===== src/logic/uafc_pkg.sv =====
package uafc_pkg;
  // ****************************************************
  // register indices on the host register port
  // ****************************************************
  localparam logic [3:0] IDX_DATA = 4'h0;
  localparam logic [3:0] IDX_IER = 4'h1;
  localparam logic [3:0] IDX_FCR_ISR = 4'h2;
  localparam logic [3:0] IDX_LCR = 4'h3;
  localparam logic [3:0] IDX_MCR = 4'h4;
  localparam logic [3:0] IDX_LSR = 4'h5;
  localparam logic [3:0] IDX_TCR = 4'h6;
  localparam logic [3:0] IDX_TRIG = 4'h7;
  localparam logic [3:0] IDX_EFR = 4'h8;
  localparam logic [3:0] IDX_DLD = 4'h9;
  // ****************************************************
  // reset values, sizes, codes
  // ****************************************************
  localparam logic [7:0] RST_LCR = 8'h03;
  localparam int FIFO_DEPTH = 64;
  localparam logic [6:0] FIFO_FULL = 7'h40;
  localparam logic [6:0] LEVEL_SCALE = 7'h04;
  localparam logic [1:0] OS_8X = 2'h1;
  localparam logic [1:0] OS_4X = 2'h2;
  localparam logic [4:0] BIT_TICKS_16X = 5'h10;
  localparam logic [5:0] TO_EXTRA_BITS = 6'h0c;
  localparam logic [1:0] TO_CHAR_SHIFT = 2'h2;
  localparam logic [7:0] ISR_NONE = 8'h01;
  localparam logic [7:0] ISR_THR = 8'h02;
  localparam logic [7:0] ISR_RXD = 8'h04;
  localparam logic [7:0] ISR_TOUT = 8'h0c;
  localparam logic [7:0] ISR_FLOW = 8'h20;
  localparam int EFR_ENH = 4;
  localparam int EFR_ARTS = 6;
  localparam int EFR_ACTS = 7;

  typedef struct packed {
    logic [3:0] addr;
    logic wr;
    logic rd;
    logic [7:0] wdata;
  } uafc_req_t;

  typedef enum logic [2:0] {TX_IDLE, TX_START, TX_DATA, TX_PAR, TX_STOP} uafc_tx_st_t;
  typedef enum logic [2:0] {RX_IDLE, RX_START, RX_DATA, RX_PAR, RX_STOP} uafc_rx_st_t;
endpackage


===== src/logic/uafc_core.sv =====
`timescale 1ns/1ps
module uafc_core (
  input wire logic CLK_SYS_I,
  input wire logic RESETN_I,
  input wire logic SAMPLE_TICK_I,
  input wire uafc_pkg::uafc_req_t REG_REQ_I,
  output logic [7:0] REG_RDATA_O,
  input wire logic RXD_I,
  output logic TXD_O,
  input wire logic CTS_N_I,
  output logic RTS_N_O,
  output logic IRQ_O
);
  // ****************************************************
  // state
  // ****************************************************
  typedef struct packed {
    logic [7:0] interrupt_enable;
    logic [7:0] line_control;
    logic [7:0] modem_control;
    logic [7:0] flow_threshold;
    logic [7:0] trig;
    logic [7:0] enhanced_feature;
    logic [7:0] fractional_divisor;
    logic fifo_en;
    logic [uafc_pkg::FIFO_DEPTH-1:0][7:0] txf;
    logic [5:0] tx_wp;
    logic [5:0] tx_rp;
    logic [6:0] tx_n;
    logic [uafc_pkg::FIFO_DEPTH-1:0][10:0] rxf;
    logic [5:0] rx_wp;
    logic [5:0] rx_rp;
    logic [6:0] rx_n;
    uafc_pkg::uafc_tx_st_t tx_st;
    logic [4:0] tx_tc;
    logic [2:0] tx_bi;
    logic [7:0] tx_sh;
    logic tx_par;
    logic txd;
    uafc_pkg::uafc_rx_st_t rx_st;
    logic [4:0] rx_tc;
    logic [2:0] rx_bi;
    logic [7:0] rx_sh;
    logic rx_pbit;
    logic rx_prev;
    logic overrun;
    logic [9:0] to_cnt;
    logic to_flag;
    logic thr_cond;
    logic thr_arm;
    logic flow_flag;
    logic rts_n;
    logic cts_prev;
    logic irq;
    logic [7:0] rdata;
  } uafc_state_t;

  uafc_state_t s_q;
  uafc_state_t s_d;

  // ****************************************************
  // derived settings, from registered state except cts_hold, which also takes CTS_N_I directly
  // ****************************************************
  logic [4:0] len;
  logic [4:0] half;
  logic [3:0] wl;
  logic [7:0] wmask;
  logic [6:0] cap;
  logic [6:0] halt_lvl;
  logic [6:0] resume_lvl;
  logic [6:0] tx_trig;
  logic [6:0] rx_trig;
  logic [5:0] to_bits;
  logic [9:0] to_lim;
  logic rx_int;
  logic cts_hold;
  logic auto_rts;
  logic tx_empty;
  logic [7:0] lsr_v;
  logic [7:0] isr_v;

  // 11 falls back to 16x so a bad setting cannot stall the shifters
  always_comb begin
    case (s_q.fractional_divisor[5:4])
      uafc_pkg::OS_8X: len = uafc_pkg::BIT_TICKS_16X >> 1;
      uafc_pkg::OS_4X: len = uafc_pkg::BIT_TICKS_16X >> 2;
      default: len = uafc_pkg::BIT_TICKS_16X;
    endcase
  end

  // word length, levels, timeout span and status images
  always_comb begin
    half = len >> 1;
    wl = 4'h5 + {2'h0, s_q.line_control[1:0]};
    wmask = 8'hff >> (4'h8 - wl);
    cap = s_q.fifo_en ? uafc_pkg::FIFO_FULL : 7'h01;
    halt_lvl = {3'h0, s_q.flow_threshold[3:0]} * uafc_pkg::LEVEL_SCALE;
    resume_lvl = {3'h0, s_q.flow_threshold[7:4]} * uafc_pkg::LEVEL_SCALE;
    tx_trig = {3'h0, s_q.trig[3:0]} * uafc_pkg::LEVEL_SCALE;
    rx_trig = {3'h0, s_q.trig[7:4]} * uafc_pkg::LEVEL_SCALE;
    to_bits = ({2'h0, wl} << uafc_pkg::TO_CHAR_SHIFT) + uafc_pkg::TO_EXTRA_BITS;
    to_lim = {4'h0, to_bits} * {5'h0, len};
    rx_int = s_q.fifo_en ? (s_q.rx_n != 7'h00 && s_q.rx_n >= rx_trig)
                         : (s_q.rx_n != 7'h00);
    cts_hold = s_q.enhanced_feature[uafc_pkg::EFR_ACTS] & CTS_N_I;
    auto_rts = s_q.enhanced_feature[uafc_pkg::EFR_ARTS] & s_q.modem_control[1];
    tx_empty = (s_q.tx_n == 7'h00) && (s_q.tx_st == uafc_pkg::TX_IDLE);
    lsr_v = {1'b0, tx_empty, s_q.tx_n == 7'h00,
             s_q.rx_n != 7'h00 ? s_q.rxf[s_q.rx_rp][10:8] : 3'h0,
             s_q.overrun, s_q.rx_n != 7'h00};
    if (s_q.interrupt_enable[0] && s_q.to_flag) begin
      isr_v = uafc_pkg::ISR_TOUT;
    end else if (s_q.interrupt_enable[0] && rx_int) begin
      isr_v = uafc_pkg::ISR_RXD;
    end else if (s_q.interrupt_enable[1] && s_q.thr_arm) begin
      isr_v = uafc_pkg::ISR_THR;
    end else if (s_q.flow_flag) begin
      isr_v = uafc_pkg::ISR_FLOW;
    end else begin
      isr_v = uafc_pkg::ISR_NONE;
    end
  end

  // ****************************************************
  // next state
  // ****************************************************
  always_comb begin
    logic tx_push;
    logic tx_pop;
    logic rx_push;
    logic rx_pop;
    logic [10:0] rx_word;
    logic tick;
    tx_push = 1'b0;
    tx_pop = 1'b0;
    rx_push = 1'b0;
    rx_pop = 1'b0;
    rx_word = 11'h000;
    tick = SAMPLE_TICK_I;
    s_d = s_q;
    s_d.irq = (isr_v != uafc_pkg::ISR_NONE);
    // host writes; clears come first so a same-cycle set wins below
    if (REG_REQ_I.wr) begin
      case (REG_REQ_I.addr)
        uafc_pkg::IDX_DATA: begin
          s_d.thr_arm = 1'b0;
          if (s_q.tx_n < cap) begin
            s_d.txf[s_q.tx_wp] = REG_REQ_I.wdata;
            s_d.tx_wp = s_q.tx_wp + 6'h01;
            tx_push = 1'b1;
          end
        end
        uafc_pkg::IDX_IER: begin
          // upper enables are locked until the enhanced bit opens them
          s_d.interrupt_enable[3:0] = REG_REQ_I.wdata[3:0];
          if (s_q.enhanced_feature[uafc_pkg::EFR_ENH]) begin
            s_d.interrupt_enable[7:4] = REG_REQ_I.wdata[7:4];
          end
        end
        uafc_pkg::IDX_FCR_ISR: begin
          s_d.fifo_en = REG_REQ_I.wdata[0];
          if (REG_REQ_I.wdata[1] || REG_REQ_I.wdata[0] != s_q.fifo_en) begin
            s_d.rx_wp = 6'h00;
            s_d.rx_rp = 6'h00;
            s_d.rx_n = 7'h00;
          end
          if (REG_REQ_I.wdata[2] || REG_REQ_I.wdata[0] != s_q.fifo_en) begin
            s_d.tx_wp = 6'h00;
            s_d.tx_rp = 6'h00;
            s_d.tx_n = 7'h00;
          end
        end
        uafc_pkg::IDX_LCR: s_d.line_control = REG_REQ_I.wdata;
        uafc_pkg::IDX_MCR: s_d.modem_control = REG_REQ_I.wdata;
        uafc_pkg::IDX_TCR: s_d.flow_threshold = REG_REQ_I.wdata;
        uafc_pkg::IDX_TRIG: s_d.trig = REG_REQ_I.wdata;
        uafc_pkg::IDX_EFR: s_d.enhanced_feature = REG_REQ_I.wdata;
        uafc_pkg::IDX_DLD: s_d.fractional_divisor = REG_REQ_I.wdata;
        default: ;
      endcase
    end
    // host reads, answered one clock later from a flop
    if (REG_REQ_I.rd) begin
      case (REG_REQ_I.addr)
        uafc_pkg::IDX_DATA: begin
          s_d.rdata = s_q.rxf[s_q.rx_rp][7:0];
          if (s_q.rx_n != 7'h00) begin
            s_d.rx_rp = s_q.rx_rp + 6'h01;
            rx_pop = 1'b1;
          end
        end
        uafc_pkg::IDX_IER: s_d.rdata = s_q.interrupt_enable;
        uafc_pkg::IDX_FCR_ISR: begin
          s_d.rdata = isr_v;
          if (isr_v == uafc_pkg::ISR_THR) begin
            s_d.thr_arm = 1'b0;
          end
          if (isr_v == uafc_pkg::ISR_FLOW) begin
            s_d.flow_flag = 1'b0;
          end
        end
        uafc_pkg::IDX_LCR: s_d.rdata = s_q.line_control;
        uafc_pkg::IDX_MCR: s_d.rdata = s_q.modem_control;
        uafc_pkg::IDX_LSR: begin
          s_d.rdata = lsr_v;
          s_d.overrun = 1'b0;
        end
        uafc_pkg::IDX_TCR: s_d.rdata = s_q.flow_threshold;
        uafc_pkg::IDX_TRIG: s_d.rdata = s_q.trig;
        uafc_pkg::IDX_EFR: s_d.rdata = s_q.enhanced_feature;
        uafc_pkg::IDX_DLD: s_d.rdata = s_q.fractional_divisor;
        default: s_d.rdata = 8'h00;
      endcase
    end
    // transmitter, advances only on sampling ticks
    if (tick) begin
      case (s_q.tx_st)
        uafc_pkg::TX_IDLE: begin
          // cts is looked at only between characters, so a frame always ends whole
          if (s_q.tx_n != 7'h00 && !cts_hold) begin
            s_d.tx_sh = s_q.txf[s_q.tx_rp] & wmask;
            s_d.tx_par = s_q.line_control[4] ? ^(s_q.txf[s_q.tx_rp] & wmask)
                                    : ~^(s_q.txf[s_q.tx_rp] & wmask);
            s_d.tx_rp = s_q.tx_rp + 6'h01;
            tx_pop = 1'b1;
            s_d.tx_tc = 5'h00;
            s_d.txd = 1'b0;
            s_d.tx_st = uafc_pkg::TX_START;
          end
        end
        default: begin
          s_d.tx_tc = s_q.tx_tc + 5'h01;
          if (s_q.tx_tc == len - 5'h01) begin
            s_d.tx_tc = 5'h00;
            case (s_q.tx_st)
              uafc_pkg::TX_START: begin
                s_d.txd = s_q.tx_sh[0];
                s_d.tx_bi = 3'h0;
                s_d.tx_st = uafc_pkg::TX_DATA;
              end
              uafc_pkg::TX_DATA: begin
                s_d.tx_sh = s_q.tx_sh >> 1;
                s_d.tx_bi = s_q.tx_bi + 3'h1;
                s_d.txd = s_q.tx_sh[1];
                if ({1'b0, s_q.tx_bi} == wl - 4'h1) begin
                  s_d.tx_bi = 3'h0;
                  s_d.txd = s_q.line_control[3] ? s_q.tx_par : 1'b1;
                  s_d.tx_st = s_q.line_control[3] ? uafc_pkg::TX_PAR : uafc_pkg::TX_STOP;
                end
              end
              uafc_pkg::TX_PAR: begin
                s_d.txd = 1'b1;
                s_d.tx_st = uafc_pkg::TX_STOP;
              end
              default: begin
                s_d.tx_bi = s_q.tx_bi + 3'h1;
                if (s_q.tx_bi == {2'h0, s_q.line_control[2]}) begin
                  s_d.tx_st = uafc_pkg::TX_IDLE;
                end
              end
            endcase
          end
        end
      endcase
    end
    // receiver; each bit is taken at its centre
    if (tick) begin
      s_d.rx_prev = RXD_I;
      s_d.rx_tc = s_q.rx_tc + 5'h01;
      case (s_q.rx_st)
        uafc_pkg::RX_IDLE: begin
          s_d.rx_tc = 5'h00;
          if (s_q.rx_prev && !RXD_I) begin
            s_d.rx_sh = 8'h00;
            s_d.rx_pbit = 1'b0;
            s_d.rx_st = uafc_pkg::RX_START;
          end
        end
        uafc_pkg::RX_START: begin
          if (s_q.rx_tc + 5'h01 == half) begin
            s_d.rx_tc = 5'h00;
            s_d.rx_bi = 3'h0;
            // a glitch shorter than half a bit is thrown away
            s_d.rx_st = RXD_I ? uafc_pkg::RX_IDLE : uafc_pkg::RX_DATA;
          end
        end
        default: begin
          if (s_q.rx_tc == len - 5'h01) begin
            s_d.rx_tc = 5'h00;
            case (s_q.rx_st)
              uafc_pkg::RX_DATA: begin
                s_d.rx_sh[s_q.rx_bi] = RXD_I;
                s_d.rx_bi = s_q.rx_bi + 3'h1;
                if ({1'b0, s_q.rx_bi} == wl - 4'h1) begin
                  s_d.rx_st = s_q.line_control[3] ? uafc_pkg::RX_PAR : uafc_pkg::RX_STOP;
                end
              end
              uafc_pkg::RX_PAR: begin
                s_d.rx_pbit = RXD_I;
                s_d.rx_st = uafc_pkg::RX_STOP;
              end
              default: begin
                // tags: break, framing, parity above the byte
                rx_word[7:0] = s_q.rx_sh;
                rx_word[8] = s_q.line_control[3] &&
                  ((^s_q.rx_sh ^ s_q.rx_pbit) != ~s_q.line_control[4]);
                rx_word[9] = !RXD_I;
                rx_word[10] = (s_q.rx_sh == 8'h00) && !RXD_I && !s_q.rx_pbit;
                s_d.rx_st = uafc_pkg::RX_IDLE;
                // storing goes on whatever the rts line shows
                if (s_q.rx_n < cap) begin
                  s_d.rxf[s_q.rx_wp] = rx_word;
                  s_d.rx_wp = s_q.rx_wp + 6'h01;
                  rx_push = 1'b1;
                end else begin
                  s_d.overrun = 1'b1;
                end
              end
            endcase
          end
        end
      endcase
    end
    // fill counters, one update each so push and pop may coincide
    s_d.tx_n = s_d.tx_n + {6'h00, tx_push} - {6'h00, tx_pop};
    s_d.rx_n = s_d.rx_n + {6'h00, rx_push} - {6'h00, rx_pop};
    // timeout restarts on any rx fifo movement
    if (s_q.rx_n == 7'h00 || rx_push || rx_pop) begin
      s_d.to_cnt = 10'h000;
      s_d.to_flag = 1'b0;
    end else if (tick && !s_q.to_flag) begin
      s_d.to_cnt = s_q.to_cnt + 10'h001;
      if (s_q.to_cnt == to_lim - 10'h001) begin
        s_d.to_flag = 1'b1;
      end
    end
    // tx empty event on the rising edge of its condition
    s_d.thr_cond = s_q.fifo_en ? (s_q.tx_n < tx_trig) : (s_q.tx_n == 7'h00);
    if (s_d.thr_cond && !s_q.thr_cond) begin
      s_d.thr_arm = 1'b1;
    end
    // rts: manual, or hysteresis between halt and resume levels
    if (!s_q.modem_control[1]) begin
      s_d.rts_n = 1'b1;
    end else if (!s_q.enhanced_feature[uafc_pkg::EFR_ARTS]) begin
      s_d.rts_n = 1'b0;
    end else if (s_q.rx_n >= halt_lvl) begin
      s_d.rts_n = 1'b1;
    end else if (s_q.rx_n <= resume_lvl) begin
      s_d.rts_n = 1'b0;
    end
    s_d.cts_prev = CTS_N_I;
    if (s_q.enhanced_feature[uafc_pkg::EFR_ENH] && s_q.interrupt_enable[6] && s_d.rts_n && !s_q.rts_n) begin
      s_d.flow_flag = 1'b1;
    end
    if (s_q.enhanced_feature[uafc_pkg::EFR_ENH] && s_q.interrupt_enable[7] && CTS_N_I && !s_q.cts_prev) begin
      s_d.flow_flag = 1'b1;
    end
  end

  // one register for the whole state
  always_ff @(posedge CLK_SYS_I or negedge RESETN_I) begin
    if (!RESETN_I) begin
      s_q <= '0;
      s_q.line_control <= uafc_pkg::RST_LCR;
      s_q.txd <= 1'b1;
      s_q.rx_prev <= 1'b1;
      s_q.rts_n <= 1'b1;
      s_q.cts_prev <= 1'b1;
    end else begin
      s_q <= s_d;
    end
  end

  assign REG_RDATA_O = s_q.rdata;
  assign TXD_O = s_q.txd;
  assign RTS_N_O = s_q.rts_n;
  assign IRQ_O = s_q.irq;
endmodule // uafc_core


===== config.mk =====
export PLATFORM = sky130hd
export DESIGN_NAME = uafc_core
export DESIGN_NICKNAME = d
export VERILOG_FILES = /design/src/logic/uafc_pkg.sv /design/src/logic/uafc_core.sv
export SDC_FILE = /design/constraint.sdc
export NUM_CORES = 2
export LEC_CHECK = 0
export BUFFER_PORTS_ARGS = -buffer_cell sky130_fd_sc_hd__buf_2
export CORE_ASPECT_RATIO = 2
export CORE_MARGIN = 4
export CORE_UTILIZATION = 50
export CTS_CLUSTER_DIAMETER = 150
export DETAILED_ROUTE_END_ITERATION = 10
export GPL_TIMING_DRIVEN = 1
export HOLD_SLACK_MARGIN = 0.12
export PLACE_DENSITY_LB_ADDON = 0.3
export SETUP_SLACK_MARGIN = 0.5
export SYNTH_ARGS = -nofsm -noshare
export SYNTH_HDL_FRONTEND = slang
export SYNTH_SLANG_ARGS = --single-unit

===== constraint.sdc =====
create_clock -name CLK_SYS_I -period 5.5 [get_ports CLK_SYS_I]
set_clock_uncertainty 0.1 [all_clocks]
set_input_delay 0.275 -clock CLK_SYS_I [delete_from_list [all_inputs] [get_ports CLK_SYS_I]]
set_output_delay 0.275 -clock CLK_SYS_I [all_outputs]
set_load 0.02 [all_outputs]

Yosys cells after proc, flatten, opt, wreduce, memory -nomap -nowiden:

Cells that the tools add are included.

* bits in registers: 1379
* input port bits: 19
* word-level logic and storage cells: 440

* $add $sub $neg: 19
* $mul: 1
* order comparisons: 14
* equality and inequality tests: 36
* shift operators: 1
* muxes and demuxes: 109
* bitwise gates (word level): 10
* reduce and logical (&&, ||, !) cells: 85

Operators with widths (count)
* $bwmux 704: 1
* $bwmux 512: 1
* $mux 19: 5
* $mux 6: 15
* $pmux 8 s10: 1
* $bmux 11 s6: 1
* $demux 11 s6: 1
* $mux 11: 6
* $mux 8: 7
* $bmux 8 s6: 1
* $demux 8 s6: 1
* $mux 1: 42
* $reduce_and 5->1: 6
* $lt 6x7->1 const B: 4
* $mux 13: 2
* $add 6x1->6 const B: 4
* $logic_and 1x1->1: 21
* $mux 3: 7
* $mux 20: 1
* $reduce_and 2->1: 10
* $reduce_bool 2->1: 10
* $pmux 3 s3: 2
* $pmux 9 s2: 1
* $eq 4x3->1 const B: 4
* 70 further kinds: 121

Depth between registers and ports, before layout:

* word-level depth: 12
* gate-level depth with buffers: 21

Least setup slack after synthesis:

OpenSTA, ideal clock, no wires.

* kind: flip-flop to flip-flop
* start: register s_q[1363] (netlist bit)
* end: register s_q[14] (netlist bit)
* library setup time: 0.073 ns
* arrival time: 3.908 ns
* data required time: 5.327 ns
* path slack: 1.419 ns
* cell stages (with the launch flop): 17
* path buffers: 1
* period minus slack after synthesis: 4.081 ns
* cell sequence: dfstp_2 clkbuf_1 inv_1 ha_1 xor2_1 nand2_1 ha_1 fa_1 inv_1 ha_1 ha_1 fa_1 xnor2_1 nand3_1 nor3_1 a41oi_1 nor2_1

* longest elaborated chain between the ends: 7

Ends and longest elaborated chain
* start, declared: RTL line uafc_core.sv:58 `uafc_state_t s_q;`
* $add 3x2->4: RTL line uafc_core.sv:94 `wl = 4'h5 + {2'h0, s_q.line_control[1:0]};`
* $add 6x4->6: RTL line uafc_core.sv:101 `to_bits = ({2'h0, wl} << uafc_pkg::TO_CHAR_SHIFT) + uafc_pkg::TO_EXTRA_BITS;`
* $mul 6x5->10: RTL line uafc_core.sv:102 `to_lim = {4'h0, to_bits} * {5'h0, len};`
* $sub 10x1->10: RTL line uafc_core.sv:333 `if (s_q.to_cnt == to_lim - 10'h001) begin`
* $eq 10x10->1: RTL line uafc_core.sv:333
* $reduce_bool 2->1 (no line)
* $reduce_and 2->1 (no line)

Every way passes these cells.
A chain may end at the register's enable or synchronous reset.

Final worst setup path:

Ends and elaborated chain as after synthesis.

==> summary.md <==
| Metric | Value |
|---|---|
| Status | complete, no violations |
| Setup Total Neg Slack | 0 ns |
| #FFs+latches synth | 1379 |
| WHS | 0.1742 ns |
| Sequential area share after synthesis | 53.34% |
| Sw frac | 30.09% |
| Startpoint Class | register |
| Worst-path clk slew | 0.07 ns |
| CTS sink cnt | 1379 |
| Crit Path Category | reg -> reg |
| Critical R2R Launch | s_q[1363] |
| Total GRT Usage | 28.02% |
| Crit path capture type | register |
| Actual slew at the worst max-slew pin | 1.136 ns |
| Floorplan row count | 186 |
| RSZ-0062 raised after global routing | false |
| Crit Path Max Fanout | 12 |
| Leakage Power | 0.03271 µW |
| DR pass1 iterations | 6 |
| Worst Setup SP | s_q[1363] |
| VDD IR max | 0.3230 mV |
| Sequential share of power | 43.9% |
| Post-DP HPWL | 130000 µm |
| Synth Flop Type | dfrtp_1 |
| Inserted Clock Buffers | 118 |
| Clock power frac | 35.7% |
| Initial core utilization | 50.37% |
| Global route overflow | 0 |
| Wire per inst | 28.04 µm |
| P per Cell Area | 356.2 mW/mm² |
| Area growth from synthesis to layout | 10.04% |
| Fmax | 0.2193 GHz |
| Final-report hold violation count | 0 |
| Netlist cell types | 80 |
| Routed vias | 41.62k |
| Period utilisation layout | 82.93% |
| Final worst slack | 0.9390 ns |
| Post-route ant nets | 0 |
| Dpl ws | 0.9304 ns |
| Comb pwr share | 20.4% |
| Worst hold start | REG_REQ_I[0] |
| Net Sw Power | 7633 µW |
| Post-CTS setup buffers | 0 |
| Final setup fails | 0 |
| TritonCTS clock tree | yes |
| Final wirelength | 189900 µm |
| Largest net degree at the start of global routing | 164 |
| Cells after Synth | 5033 |
| H-tree Lvls | 3 |
| Pins Over Slew Limit | 0 |
| Max Cap Violations | 0 |
| Share of cells above drive strength 1 | 31.86% |
| Post-Syn Area per Cell | 12.86 µm² |
| Worst Path Arrival | 5.12 ns |
| Internal power | 17730 µW |
| Synthesized area | 0.06470 mm² |
| First-pass GRT wire length | 285600 µm |
| Worst EP required | 6.06 ns |
| Post-Syn Nets | 5119 |
| Top cells by area, synth | dfrtp_1, mux2_2, mux4_2, o21ai_0, nand2_1 |
| IO buf count | 29 |
| Vias per std cell | 6.144 |
| Post-synth EDFFs | 0 |
| Post-synth ARST share | 100.0% |
| CTS Buffer Depth | 3 |
| Die Ht | 516.7 µm |
| Fillers | 10.73k |
| Core Region | 0.1285 mm² |
| Global placer's final weighted congestion | 1.016 |
| Tmin final | 4.561 ns |
| Total die area | 0.1356 mm² |
| Antenna violations before repair | 9 |
| # DRC | 0 |
| End-of-flow core utilization | 55.42% |
| Clock Latency Late Sink | 0.76 ns |
| Post-synth top area cell | dfrtp_1 |
| Min-delay worst type | in -> reg |
| CTS Root Cell | clkbuf_16 |
| Die width | 262.4 µm |
| Nets | 5066 |
| IO Pins | 30 |
| Initial DRC count | 3132 |
| Warnings, synthesis | 0 |
| Vias in the first global route | 44.01k |
| Slew HR | 23.99% |
| Synth top area share | 53.10% |
-- path summary, 6_finish.rpt --
| path | end | slack (ns) | depth (start not counted) |
|---|---|---|---|
| setup / recovery | s_q[14] | 0.94 | 15 |
| hold / removal | s_q[809] | 0.17 | 5 |
| setup reg to reg | s_q[14] | 0.94 | 15 |
| hold reg to reg | s_q[12] | 0.34 | 1 |
| max in group asynchronous | s_q[1237] | 3.17 | 4 |
| min in group asynchronous | s_q[1071] | 0.62 | 3 |
-- state kept, by name, indices dropped and copies added (netlist names) --
name and count:
IRQ_O 1, REG_RDATA_O 8, RTS_N_O 1, lsr_v 1, TXD_O 1, s_q 1367
-- routing by layer --
metal | vias up | track usage, % | share of wire [%]
met1 | 21640 | 29.09 | 33
met3 | 615 | 4.017 | 4.5
met2 | 1347 | 49.34 | 51
met4 | 4 | 24.75 | 11
met5 | - | 0 | 0.011
li1 | 18010 | - | -
-- worst max-delay path, cell delays in order, from the launching register on --
cell     delay (ns)
dfstp_2        0.66
inv_1          0.09
ha_1           0.36
xor2_1         0.58
nand2_1        0.16
ha_1           0.33
fa_1           0.51
inv_1          0.04
ha_1           0.29
ha_1           0.23
fa_1           0.45
xnor2_1        0.17
nand3_1        0.09
nor3_1         0.17
a41oi_1        0.14
nor2_1         0.12
-- cell type report --
| cell class | count | area (µm²) | area share (%) |
|---|---|---|---|
| Clock inverter | 48 | 755.7 | 1.061 |
| Timing Repair Buffer | 230 | 1889 | 2.654 |
| Clock buffer | 167 | 3398 | 4.773 |
| Multi-Input combinational cell | 3140 | 28070 | 39.43 |
| Antenna cell | 6 | 15.01 | 0.02109 |
| Inverter | 111 | 417.9 | 0.5869 |
| Tap cell | 1692 | 2117 | 2.973 |
| Sequential cell | 1379 | 34530 | 48.50 |
-- through the flow --
stage	total power [µW]	cell area [µm²]	std cells
finish	25360	71200	6773
global placement	16410	66870	6536
global route	26350	71190	6769
floorplan	14730	64700	5033
CTS	25510	71180	6767
detailed placement	16470	66870	6536
-- cells by family after synthesis --
kind of cell             share of synthesized area, %
XOR/XNOR                                       0.8199
AO/OA/AOI/OAI                                   6.815
buffers and inverters                           3.324
multiplexers                                    27.88
flip-flops                                      53.34
AND/OR/NAND/NOR                                 6.459
adder cells (fa/ha/maj)                         1.354
-- synth_stat cells (8+ instances only) --
cell type / instances
a211oi_1: 24
a21o_1: 8
a21oi_1: 43
a221oi_1: 9
a22o_1: 14
a22oi_1: 29
a31oi_1: 14
and2_1: 21
and3_1: 11
buf_1: 27
buf_2: 48
buf_4: 29
clkbuf_1: 292
dfrtp_1: 1373
ha_1: 62
inv_1: 106
mux2_2: 882
mux2i_1: 160
mux4_2: 289
nand2_1: 561
nand2b_1: 16
nand3_1: 49
nand3b_1: 16
nand4_1: 11
nor2_1: 163
nor2b_1: 24
nor3_1: 18
nor3b_1: 10
o21ai_0: 428
o21ai_1: 8
o221ai_1: 43
o22ai_1: 33
o31ai_1: 9
xnor2_1: 35
xor2_1: 23
-- layout by cell type, fill, tap and decap left out, drive strengths merged, types with 11 or more instances in the layout --
cell / instances
dlygate4sd3: 16
o22ai: 33
nor2b: 24
xnor2: 35
mux2: 882
a31oi: 14
nand3: 49
o221ai: 43
a22oi: 29
clkbuf: 167
and3: 11
a22o: 14
nand2: 561
buf: 214
mux2i: 160
mux4: 289
bufinv: 17
o21ai: 436
xor2: 23
clkinv: 23
a21oi: 43
nor3: 19
nand4: 11
nor2: 164
a211oi: 25
ha: 62
nand3b: 16
dfrtp: 1373
inv: 113
and2: 22
nand2b: 16
-- power by group through the flow --
stage	logic (µW)	clock network (µW)	registers, µW
floorplan	3860	0	10900
global route	5580	9610	11200
detailed placement	5160	0	11300
global placement	5110	0	11300
finish	5170	9050	11100
CTS	5200	9200	11100
-- what timing repair did --
item                                   4_1_cts  5_1_grt
hold buffers                                16        0
endpoints found under the hold margin      418        0
gates resized for setup                      0        0
No activity file was read; power rests on OpenSTA's default activity.
